## src/inc/rtc_params.svh

```systemverilog
// Constants of the realtime clock counter chain.
// Assumes a 10 MHz system clock and word-aligned AHB-Lite register access.
`ifndef RTC_PARAMS_SVH
`define RTC_PARAMS_SVH

// ----------------------------------------------------------------------------
// Timing
// ----------------------------------------------------------------------------
`define RTC_CLK_PERIOD_NS   100
`define RTC_STAGE_PERIOD_NS 7812500
`define RTC_PRE_W           17

// ----------------------------------------------------------------------------
// Register byte offsets
// ----------------------------------------------------------------------------
`define RTC_OFF_SUB   8'h00
`define RTC_OFF_SEC   8'h04
`define RTC_OFF_MIN   8'h08
`define RTC_OFF_HR    8'h0C
`define RTC_OFF_WK    8'h10
`define RTC_OFF_DAY   8'h14
`define RTC_OFF_MON   8'h18
`define RTC_OFF_YR    8'h1C
`define RTC_OFF_CR1   8'h38
`define RTC_OFF_CR2   8'h3C
`define RTC_OFF_ISTAT 8'h40
`define RTC_OFF_IMASK 8'h44

// ----------------------------------------------------------------------------
// Fields and reset values
// ----------------------------------------------------------------------------
`define RTC_CR1_CF     7
`define RTC_CR2_START  0
`define RTC_CR2_DIVRST 1
`define RTC_CR2_ADJ    2
`define RTC_CR2_RTCEN  3
`define RTC_CR1_RESET  8'h00
`define RTC_CR2_RESET  8'h09
`define RTC_IRQ_SEC    0
`define RTC_IRQ_CF     1
`define RTC_IRQ_W      2

// ----------------------------------------------------------------------------
// Counter masks and limits (BCD, except the binary sub-second counter)
// ----------------------------------------------------------------------------
`define RTC_MASK_SUB 8'h7F
`define RTC_MASK_SEC 8'h7F
`define RTC_MASK_MIN 8'h7F
`define RTC_MASK_HR  8'h3F
`define RTC_MASK_WK  8'h07
`define RTC_MASK_DAY 8'h3F
`define RTC_MASK_MON 8'h1F
`define RTC_MAX_SEC  8'h59
`define RTC_MAX_MIN  8'h59
`define RTC_MAX_HR   8'h23
`define RTC_MAX_WK   8'h06
`define RTC_MAX_MON  8'h12
`define RTC_MIN_ZERO 8'h00
`define RTC_MIN_ONE  8'h01
`define RTC_DAY_31   8'h31
`define RTC_DAY_30   8'h30
`define RTC_DAY_29   8'h29
`define RTC_DAY_28   8'h28
`define RTC_MON_FEB  8'h02
`define RTC_MON_APR  8'h04
`define RTC_MON_JUN  8'h06
`define RTC_MON_SEP  8'h09
`define RTC_MON_NOV  8'h11
`define RTC_ADJ_HALF 8'h30
`define RTC_BCD_NINE 4'h9
`define RTC_SUB_TOP  7'h3F

`endif

```

## src/inc/rtc_pkg.sv

```systemverilog
// Types of the realtime clock counter chain.
// Assumes rtc_params.svh supplies all numeric constants.
package rtc_pkg;
    typedef logic [7:0] rtc_byte_t;
    typedef enum logic [2:0] {
        rtc_sec = 3'b000,
        rtc_min = 3'b001,
        rtc_hr  = 3'b010,
        rtc_wk  = 3'b011,
        rtc_day = 3'b100,
        rtc_mon = 3'b101
    } rtc_cnt_e;
endpackage

```

## src/hw/rtc_counters.sv

```systemverilog
// Realtime clock time and calendar counter chain with AHB-Lite registers.
// Assumes one AHB-Lite master, single word transfers, 10 MHz sys_clk.
`timescale 1ns/1ps
`include "rtc_params.svh"

module rtc_counters #(
    parameter int unsigned STAGE_CYCLES = `RTC_STAGE_PERIOD_NS / `RTC_CLK_PERIOD_NS
) (
    input  wire logic        sys_clk,
    input  wire logic        arst_n,
    input  wire logic        hsel,
    input  wire logic [31:0] haddr,
    input  wire logic [1:0]  htrans,
    input  wire logic        hwrite,
    input  wire logic [2:0]  hsize,
    input  wire logic [31:0] hwdata,
    input  wire logic        hready,
    output logic      [31:0] hrdata,
    output logic             hreadyout,
    output logic             hresp,
    output logic             irq
);

    // ------------------------------------------------------------------------
    // Helper functions
    // ------------------------------------------------------------------------
    function automatic rtc_pkg::rtc_byte_t bcd_inc(input rtc_pkg::rtc_byte_t v,
                                                   input rtc_pkg::rtc_byte_t vmax,
                                                   input rtc_pkg::rtc_byte_t vmin);
        rtc_pkg::rtc_byte_t r;
        r = v + 8'h01;
        if (v == vmax) begin
            r = vmin;
        end else if (v[3:0] == `RTC_BCD_NINE) begin
            r = {v[7:4] + 4'h1, 4'h0};
        end
        return r;
    endfunction

    function automatic logic [15:0] year_inc(input logic [15:0] y);
        logic [15:0] r;
        logic        c;
        r = y;
        c = 1'b1;
        for (int d = 0; d < 4; d++) begin
            if (c) begin
                if (y[d*4 +: 4] == `RTC_BCD_NINE) begin
                    r[d*4 +: 4] = 4'h0;
                end else begin
                    r[d*4 +: 4] = y[d*4 +: 4] + 4'h1;
                    c = 1'b0;
                end
            end
        end
        return r;
    endfunction

    // Two BCD digits form a multiple of four when 2*tens+units is
    function automatic logic bcd_div4(input logic [3:0] tens, input logic [3:0] units);
        logic [4:0] s;
        s = {tens, 1'b0} + {1'b0, units};
        return (s[1:0] == 2'b00);
    endfunction

    function automatic rtc_pkg::rtc_byte_t cnt_mask(input rtc_pkg::rtc_cnt_e k);
        case (k)
            rtc_pkg::rtc_sec: return `RTC_MASK_SEC;
            rtc_pkg::rtc_min: return `RTC_MASK_MIN;
            rtc_pkg::rtc_hr:  return `RTC_MASK_HR;
            rtc_pkg::rtc_wk:  return `RTC_MASK_WK;
            rtc_pkg::rtc_day: return `RTC_MASK_DAY;
            default:          return `RTC_MASK_MON;
        endcase
    endfunction

    function automatic rtc_pkg::rtc_byte_t cnt_max(input rtc_pkg::rtc_cnt_e k);
        case (k)
            rtc_pkg::rtc_sec: return `RTC_MAX_SEC;
            rtc_pkg::rtc_min: return `RTC_MAX_MIN;
            rtc_pkg::rtc_hr:  return `RTC_MAX_HR;
            rtc_pkg::rtc_wk:  return `RTC_MAX_WK;
            rtc_pkg::rtc_day: return `RTC_DAY_31;
            default:          return `RTC_MAX_MON;
        endcase
    endfunction

    function automatic rtc_pkg::rtc_byte_t cnt_min(input rtc_pkg::rtc_cnt_e k);
        case (k)
            rtc_pkg::rtc_day: return `RTC_MIN_ONE;
            rtc_pkg::rtc_mon: return `RTC_MIN_ONE;
            default:          return `RTC_MIN_ZERO;
        endcase
    endfunction

    function automatic logic [7:0] cnt_off(input rtc_pkg::rtc_cnt_e k);
        case (k)
            rtc_pkg::rtc_sec: return `RTC_OFF_SEC;
            rtc_pkg::rtc_min: return `RTC_OFF_MIN;
            rtc_pkg::rtc_hr:  return `RTC_OFF_HR;
            rtc_pkg::rtc_wk:  return `RTC_OFF_WK;
            rtc_pkg::rtc_day: return `RTC_OFF_DAY;
            default:          return `RTC_OFF_MON;
        endcase
    endfunction

    // ------------------------------------------------------------------------
    // Declarations
    // ------------------------------------------------------------------------
    logic [`RTC_PRE_W-1:0] pre_r;
    logic [6:0]            sub_r;
    logic [15:0]           yr_r;
    logic                  cf_r;
    logic                  start_r;
    logic                  rtcen_r;
    logic [`RTC_IRQ_W-1:0] ist_r;
    logic [`RTC_IRQ_W-1:0] msk_r;
    logic [7:0]            addr_r;
    logic                  wr_pend_r;
    logic                  rd_pend_r;
    logic [31:0]           hrdata_r;
    logic                  hreadyout_r;
    logic                  hresp_r;
    logic                  irq_r;

    logic                  acc;
    logic                  run;
    logic                  stage_tick;
    logic                  sec_tick;
    logic                  div_clr;
    logic                  thirty_second_adjust;
    logic                  rd_conflict;
    logic                  leap;
    logic [7:0]            day_max;
    logic [`RTC_IRQ_W-1:0] ist_set;
    logic [7:0]            rd_byte;
    rtc_pkg::rtc_byte_t    cnt   [6];
    logic                  cin   [6];
    logic                  cout  [6];

    // ------------------------------------------------------------------------
    // Bus slave
    // ------------------------------------------------------------------------
    assign acc = hsel && htrans[1] && hready;

    always_ff @(posedge sys_clk or negedge arst_n) begin
        if (!arst_n) begin
            wr_pend_r <= 1'b0;
            rd_pend_r <= 1'b0;
            addr_r    <= 8'h00;
        end else begin
            wr_pend_r <= acc && hwrite;
            rd_pend_r <= acc && !hwrite;
            if (acc) begin
                addr_r <= haddr[7:0];
            end
        end
    end

    // Reads take one wait state so a preceding write is visible
    always_ff @(posedge sys_clk or negedge arst_n) begin
        if (!arst_n) begin
            hreadyout_r <= 1'b1;
            hresp_r     <= 1'b0;
            hrdata_r    <= 32'h0000_0000;
        end else begin
            hreadyout_r <= !(acc && !hwrite);
            hresp_r     <= 1'b0;
            if (rd_pend_r) begin
                hrdata_r <= (addr_r == `RTC_OFF_YR) ? {16'h0000, yr_r} : {24'h000000, rd_byte};
            end
        end
    end

    always_comb begin
        rd_byte = 8'h00;
        case (addr_r)
            `RTC_OFF_SUB:   rd_byte = {1'b0, sub_r} & `RTC_MASK_SUB;
            `RTC_OFF_SEC:   rd_byte = cnt[rtc_pkg::rtc_sec];
            `RTC_OFF_MIN:   rd_byte = cnt[rtc_pkg::rtc_min];
            `RTC_OFF_HR:    rd_byte = cnt[rtc_pkg::rtc_hr];
            `RTC_OFF_WK:    rd_byte = cnt[rtc_pkg::rtc_wk];
            `RTC_OFF_DAY:   rd_byte = cnt[rtc_pkg::rtc_day];
            `RTC_OFF_MON:   rd_byte = cnt[rtc_pkg::rtc_mon];
            `RTC_OFF_CR1:   rd_byte[`RTC_CR1_CF] = cf_r;
            `RTC_OFF_CR2: begin
                rd_byte[`RTC_CR2_START] = start_r;
                rd_byte[`RTC_CR2_RTCEN] = rtcen_r;
            end
            `RTC_OFF_ISTAT: rd_byte[`RTC_IRQ_W-1:0] = ist_r;
            `RTC_OFF_IMASK: rd_byte[`RTC_IRQ_W-1:0] = msk_r;
            default:        rd_byte = 8'h00;
        endcase
    end

    // ------------------------------------------------------------------------
    // Control registers
    // ------------------------------------------------------------------------
    always_ff @(posedge sys_clk or negedge arst_n) begin
        if (!arst_n) begin
            start_r <= 1'(`RTC_CR2_RESET >> `RTC_CR2_START);
            rtcen_r <= 1'(`RTC_CR2_RESET >> `RTC_CR2_RTCEN);
        end else if (wr_pend_r && addr_r == `RTC_OFF_CR2) begin
            start_r <= hwdata[`RTC_CR2_START];
            rtcen_r <= hwdata[`RTC_CR2_RTCEN];
        end
    end

    assign div_clr = wr_pend_r && (addr_r == `RTC_OFF_CR2)
                     && (hwdata[`RTC_CR2_DIVRST] || hwdata[`RTC_CR2_ADJ]);
    assign thirty_second_adjust     = wr_pend_r && (addr_r == `RTC_OFF_CR2) && hwdata[`RTC_CR2_ADJ];

    assign rd_conflict = rd_pend_r && (addr_r == `RTC_OFF_SUB) && stage_tick;

    always_ff @(posedge sys_clk or negedge arst_n) begin
        if (!arst_n) begin
            cf_r <= 1'(`RTC_CR1_RESET >> `RTC_CR1_CF);
        end else if (rd_conflict || sec_tick) begin
            cf_r <= 1'b1;
        end else if (wr_pend_r && addr_r == `RTC_OFF_CR1 && !hwdata[`RTC_CR1_CF]) begin
            cf_r <= 1'b0;
        end
    end

    // ------------------------------------------------------------------------
    // Interrupt status and mask
    // ------------------------------------------------------------------------
    always_comb begin
        ist_set                = '0;
        ist_set[`RTC_IRQ_SEC]  = sec_tick;
        ist_set[`RTC_IRQ_CF]   = rd_conflict;
    end

    always_ff @(posedge sys_clk or negedge arst_n) begin
        if (!arst_n) begin
            ist_r <= '0;
        end else if (wr_pend_r && addr_r == `RTC_OFF_ISTAT) begin
            ist_r <= (ist_r & ~hwdata[`RTC_IRQ_W-1:0]) | ist_set;
        end else begin
            ist_r <= ist_r | ist_set;
        end
    end

    always_ff @(posedge sys_clk or negedge arst_n) begin
        if (!arst_n) begin
            msk_r <= '0;
        end else if (wr_pend_r && addr_r == `RTC_OFF_IMASK) begin
            msk_r <= hwdata[`RTC_IRQ_W-1:0];
        end
    end

    always_ff @(posedge sys_clk or negedge arst_n) begin
        if (!arst_n) begin
            irq_r <= 1'b0;
        end else begin
            irq_r <= |(ist_r & msk_r);
        end
    end

    // ------------------------------------------------------------------------
    // Frequency divider
    // ------------------------------------------------------------------------
    assign run        = start_r && rtcen_r;
    assign stage_tick = run && (pre_r == `RTC_PRE_W'(STAGE_CYCLES - 1));

    always_ff @(posedge sys_clk or negedge arst_n) begin
        if (!arst_n) begin
            pre_r <= '0;
        end else if (div_clr || stage_tick) begin
            pre_r <= '0;
        end else if (run) begin
            pre_r <= pre_r + `RTC_PRE_W'(1);
        end
    end

    always_ff @(posedge sys_clk) begin
        if (div_clr) begin
            sub_r <= 7'h00;
        end else if (stage_tick) begin
            sub_r <= sub_r + 7'h01;
        end
    end

    assign sec_tick = stage_tick && !div_clr && (sub_r == `RTC_SUB_TOP);

    // ------------------------------------------------------------------------
    // Calendar limits
    // ------------------------------------------------------------------------
    // Gregorian leap test
    assign leap = (yr_r[7:0] == 8'h00) ? bcd_div4(yr_r[15:12], yr_r[11:8])
                                       : bcd_div4(yr_r[7:4], yr_r[3:0]);

    always_comb begin
        case (cnt[rtc_pkg::rtc_mon])
            `RTC_MON_FEB: day_max = leap ? `RTC_DAY_29 : `RTC_DAY_28;
            `RTC_MON_APR,
            `RTC_MON_JUN,
            `RTC_MON_SEP,
            `RTC_MON_NOV: day_max = `RTC_DAY_30;
            default:      day_max = `RTC_DAY_31;
        endcase
    end

    // ------------------------------------------------------------------------
    // Carry chain
    // ------------------------------------------------------------------------
    // seconds carry, follow
    assign cin[rtc_pkg::rtc_sec] = sec_tick;
    assign cin[rtc_pkg::rtc_min] = cout[rtc_pkg::rtc_sec];
    assign cin[rtc_pkg::rtc_hr]  = cout[rtc_pkg::rtc_min];
    assign cin[rtc_pkg::rtc_wk]  = cout[rtc_pkg::rtc_hr];
    assign cin[rtc_pkg::rtc_day] = cout[rtc_pkg::rtc_hr];
    assign cin[rtc_pkg::rtc_mon] = cout[rtc_pkg::rtc_day];

    // ------------------------------------------------------------------------
    // Time and calendar counters
    // ------------------------------------------------------------------------
    genvar gi;
    generate
        for (gi = 0; gi < 6; gi++) begin : g_cnt
            localparam rtc_pkg::rtc_cnt_e K = rtc_pkg::rtc_cnt_e'(gi);
            rtc_pkg::rtc_byte_t val_r;
            rtc_pkg::rtc_byte_t vmax;
            logic               wr_hit;
            logic               adj_hit;

            assign vmax    = (K == rtc_pkg::rtc_day) ? day_max : cnt_max(K);
            assign wr_hit  = wr_pend_r && (addr_r == cnt_off(K));
            assign adj_hit = thirty_second_adjust && (K == rtc_pkg::rtc_sec);
            assign cnt[gi] = val_r;

            if (K == rtc_pkg::rtc_sec) begin : g_adj
                assign cout[gi] = (cin[gi] && val_r == vmax)
                                  || (thirty_second_adjust && val_r >= `RTC_ADJ_HALF);
            end else begin : g_plain
                assign cout[gi] = cin[gi] && (val_r == vmax);
            end

            always_ff @(posedge sys_clk) begin
                if (wr_hit) begin
                    val_r <= hwdata[7:0] & cnt_mask(K);
                end else if (adj_hit) begin
                    val_r <= cnt_min(K);
                end else if (cin[gi]) begin
                    val_r <= bcd_inc(val_r, vmax, cnt_min(K));
                end
            end
        end
    endgenerate

    always_ff @(posedge sys_clk) begin
        if (wr_pend_r && addr_r == `RTC_OFF_YR) begin
            yr_r <= hwdata[15:0];
        end else if (cout[rtc_pkg::rtc_mon]) begin
            yr_r <= year_inc(yr_r);
        end
    end

    // ------------------------------------------------------------------------
    // Outputs
    // ------------------------------------------------------------------------
    assign hrdata    = hrdata_r;
    assign hreadyout = hreadyout_r;
    assign hresp     = hresp_r;
    assign irq       = irq_r;

endmodule

```

## config.mk

```make
export PLATFORM = sky130hd
export DESIGN_NAME = rtc_counters
export DESIGN_NICKNAME = d
export VERILOG_FILES = /design/src/inc/rtc_pkg.sv /design/src/hw/rtc_counters.sv
export VERILOG_INCLUDE_DIRS = /design/src /design/src/inc
export SDC_FILE = /design/constraint.sdc
export NUM_CORES = 1
export LEC_CHECK = 0
export BUFFER_PORTS_ARGS = -buffer_cell sky130_fd_sc_hd__buf_2
export CORE_MARGIN = 8
export CORE_UTILIZATION = 45
export CTS_BUF_LIST = sky130_fd_sc_hd__clkbuf_8 sky130_fd_sc_hd__clkbuf_16
export CTS_CLUSTER_DIAMETER = 150
export CTS_CLUSTER_SIZE = 20
export DETAILED_ROUTE_END_ITERATION = 10
export PLACE_DENSITY = 0.71
export SYNTH_ARGS = -nofsm -noshare
export SYNTH_HDL_FRONTEND = slang
export SYNTH_SLANG_ARGS = --single-unit
```

## constraint.sdc

```tcl
create_clock -name sys_clk -period 6.8 [get_ports sys_clk]
set_input_delay 0.68 -clock sys_clk [delete_from_list [all_inputs] [get_ports sys_clk]]
set_output_delay 0.68 -clock sys_clk [all_outputs]
set_load 0.01 [all_outputs]
```

==> impl_results.md <==
- Status: finished clean
- Fin Hold WS: about 0.38 ns
- Slew of the pin with the lowest slew margin: ~1.2 ns
- Routed WL: between 20 and 25 mm
- Hold_buf cts: 0
- Post-Synth XOR/XNOR Area: under 10%
- Synth top area cells: edfxtp_1 19%, dfrtp_1 16%, dfxtp_1 5.4%
- Cell taking the most area after synthesis: edfxtp_1
- Period minus WS final: around 3.8 ns
- Worst Hold Class: input pin to async pin
- Initial Utilization: a little under half
- First-pass GRT wire length: ~33 mm
- Layout Skew: approximately 0.011 ns
- Max Cap Viol: 0
- Die area: roughly 0.022 sq mm
- Maximum VDD drop: between 150 and 200 uV
- CTS clk-pin slew, worst paths: approximately 0.06 ns
- Synth Instances: 888
- Post-CTS setup buffer count: 0
- Routability Congestion: 0.912
- Sequential fraction of design power: between 40 and 50%
- Worst skew pair latency: roughly 0.43 ns
- Critical Path RT: a little under 7 ns
- CTS max path bufs: 2
- Maximum fanout along the worst path: 7
- Combinational power share: approximately a tenth
- Commonest non-fill, non-tap cell in the layout: nand2_1
- R2R cell count: 8
- Clk sinks: ~120
- Critical path class: flop to flop
- DP Cell Count: approximately 1100
- R2R Path Start: g_cnt[5].val_r[4]$_DFFE_PP_
- Root Driver: clkbuf_16
- Combinational family with the most area after synthesis: simple AND/OR/NAND/NOR gates
- Clk network pwr share: roughly 45%
- FF+latch area: approximately 0.0032 sq mm
- Async SR Flop Fraction: 42.3%
- Diodes inserted: 0
- Initial antenna violation count: 0
- Die height: about 150 um
- Register-to-register setup slack: between 3 and 4 ns
- Slowest cell on crit path: o31ai_1
- Fill cell count: roughly 1600
- DR DRC count: 0
- Number of flops mapped to enable cells by yosys: 50
- I/O Buffers: 47
- Syn. warnings: 0
- Nets@finish: ~1000
- Final period utilization: a little under three fifths
- Commonest cells after routing, fill and taps aside: 109 x nand2_1, 81 x nor2_1, 50 x edfxtp_1
- Setup TNS: 0 ns
- I/O pin total: between 100 and 150
- Sw Pwr: 536 uW
- CP cell instances: inv_1, ha_1, or4b_1, nor3_1, o21ai_0, a211oi_1, nand3_1, o31ai_1
- Core ar.: roughly 0.017 sq mm
- Die W: 148 um
- Routed WL per cell: around 18 um
- Synth Area in Adders: just under 4%
- CTS tree: done
- Proportion of synthesized area in mux cells: under 10%
- CP peak stage delay: roughly 0.70 ns
- Synth Area per Inst: 8.80 sq um
- Max-slew headroom: 22.2%
- PwrDens: between 200 and 250 mW/mm^2
- Hold Vio Cnt, Final: 0
- Starting DRT DRC Count: 751
- Area delta synth->final: 11.2%
- Final setup viols: 0
- Setup crit end kind: flop
- Synth Cell Area: around 0.0078 sq mm
- Switching Share: 26.4%
- Reg2Reg Capture Point: yr_r[6]$_DFFE_PP_
- Total power draw: 2.03 mW
- Share of cells above drive strength 1: between 10 and 15%
- Post-synthesis simple-gate area fraction: about a quarter
- Count of cell types in the netlist: 70
- Startpoint types: flop
- Multi-input logic area: between 0.004 and 0.005 sq mm
- Hpwl dp: 14.9 mm
- Total leakage power: about 3.4 nW
- RSZ-0062 raised after global routing: false
- Vias: 6687
- Cts repair resizes: 0
- Drt pass-1 iters: 5
- Largest net degree at the start of global routing: 53
- Fin util: between 50% and 60%
- Non-filler instance count after layout: 1142
- H-tree Lvls: 4
- Complex-gate fraction of the synthesized area: roughly 16%
- GRT Total Usage: between 10% and 20%
- Crit path DAT: around 3.8 ns
- CTS buffer count: 17
- Number of synthesized register bits: between 100 and 150
- Vias in the first global route: about 6200
- Post-DRT Antenna Nets: 0
- Vias per Instance: slightly below 6
- Synth Flop Type: edfxtp_1
- Row cnt: 48
- Global-route congestion overflow total: 0
- Int Power: ~1.5 mW
- Count of final max-slew check failures: 0
- Top cell type's share of synthesized area: between 10% and 20%
- Max Fclk: 265 MHz
- Seq/Total Area, Yosys: 41.3%
## per-layer routing
layer	global-route usage, %	vias up	part of all wire (%)
met1	26.3	3184	45
met5	0	-	0
met4	8.06	0	2.5
met2	28.6	267	45
met3	4.19	42	7.5
li1	-	3194	-
## metrics by stage
step                cell area, sq um  setup WS (ns)
floorplan                       7870           3.76
global placement                8100           3.17
detailed placement              8100           3.09
CTS                             8690           3.11
global route                    8690           2.80
finish                          8690           3.03
## area by class of cell
type | count | share of cell area (%)
Clock buffer | 19 | 5.34
Tap cell | 225 | 3.24
Clock inverter | 13 | 1.41
Inverter | 35 | 1.51
Sequential cell | 123 | 37.1
Timing Repair Buffer | 55 | 3.40
Multi-Input combinational cell | 672 | 47.9
## worst max path at each step
stage | from | end | depth (start not counted)
finish | g_cnt[5].val_r[4]$_DFFE_PP_ | yr_r[6]$_DFFE_PP_ | 8
global route | g_cnt[5].val_r[4]$_DFFE_PP_ | yr_r[6]$_DFFE_PP_ | 8
CTS | g_cnt[5].val_r[4]$_DFFE_PP_ | yr_r[6]$_DFFE_PP_ | 8
detailed placement | g_cnt[5].val_r[4]$_DFFE_PP_ | yr_r[14]$_DFFE_PP_ | 8
global placement | g_cnt[5].val_r[4]$_DFFE_PP_ | yr_r[6]$_DFFE_PP_ | 8
floorplan | g_cnt[5].val_r[4]$_DFFE_PP_ | yr_r[12]$_DFFE_PP_ | 8
## critical path: cells and delay by family (launching register included)
family,cells,cell delay [ns]
AO/OA/AOI/OAI,3,1.36
adder cells (fa/ha/maj),1,0.16
buffers and inverters,1,0.14
AND/OR/NAND/NOR,3,1.23
flip-flops,1,0.51
## registers in the layout (all words and copies together) (netlist names)
register     count
ist_r            2
cf_r             1
pre_r           17
hreadyout        1
irq              1
wr_pend_r        1
msk_r            2
start_r          1
hrdata          16
g_cnt.val_r     48
yr_r            16
rd_pend_r        1
sub_r            7
rtcen_r          1
addr_r           8
## cells by family after synthesis
logic type	after synthesis
fa+ha+maj	24
other cells	1
xor+xnor	47
compound gates	185
simple gates	374
flops	123
mux	25
buf+inv	109
## synth_stat cells (10+ instances only)
cell / instances
a221oi_1: 11
xor2_1: 17
inv_1: 35
edfxtp_1: 50
a31oi_1: 13
mux2_2: 18
and2_1: 17
nand2_1: 109
dfrtp_1: 49
ha_1: 24
clkbuf_1: 49
o21ai_0: 49
and3_1: 12
nor3_1: 17
xnor2_1: 30
buf_4: 17
a21oi_1: 42
nand3_1: 42
o31ai_1: 18
nand4_1: 14
nor2b_1: 10
a22o_1: 10
a22oi_1: 10
dfxtp_1: 21
nor2_1: 81
## power groups by stage
stage	Clock, mW	Combinational [mW]	Sequential (mW)
2_1_floorplan	0	0.158	0.902
3_3_place_gp	0	0.205	0.924
3_5_place_dp	0	0.208	0.927
4_1_cts	0.915	0.211	0.913
5_1_grt	0.944	0.236	0.925
6_report	0.902	0.210	0.915
No activity file was read; power rests on OpenSTA's default activity.
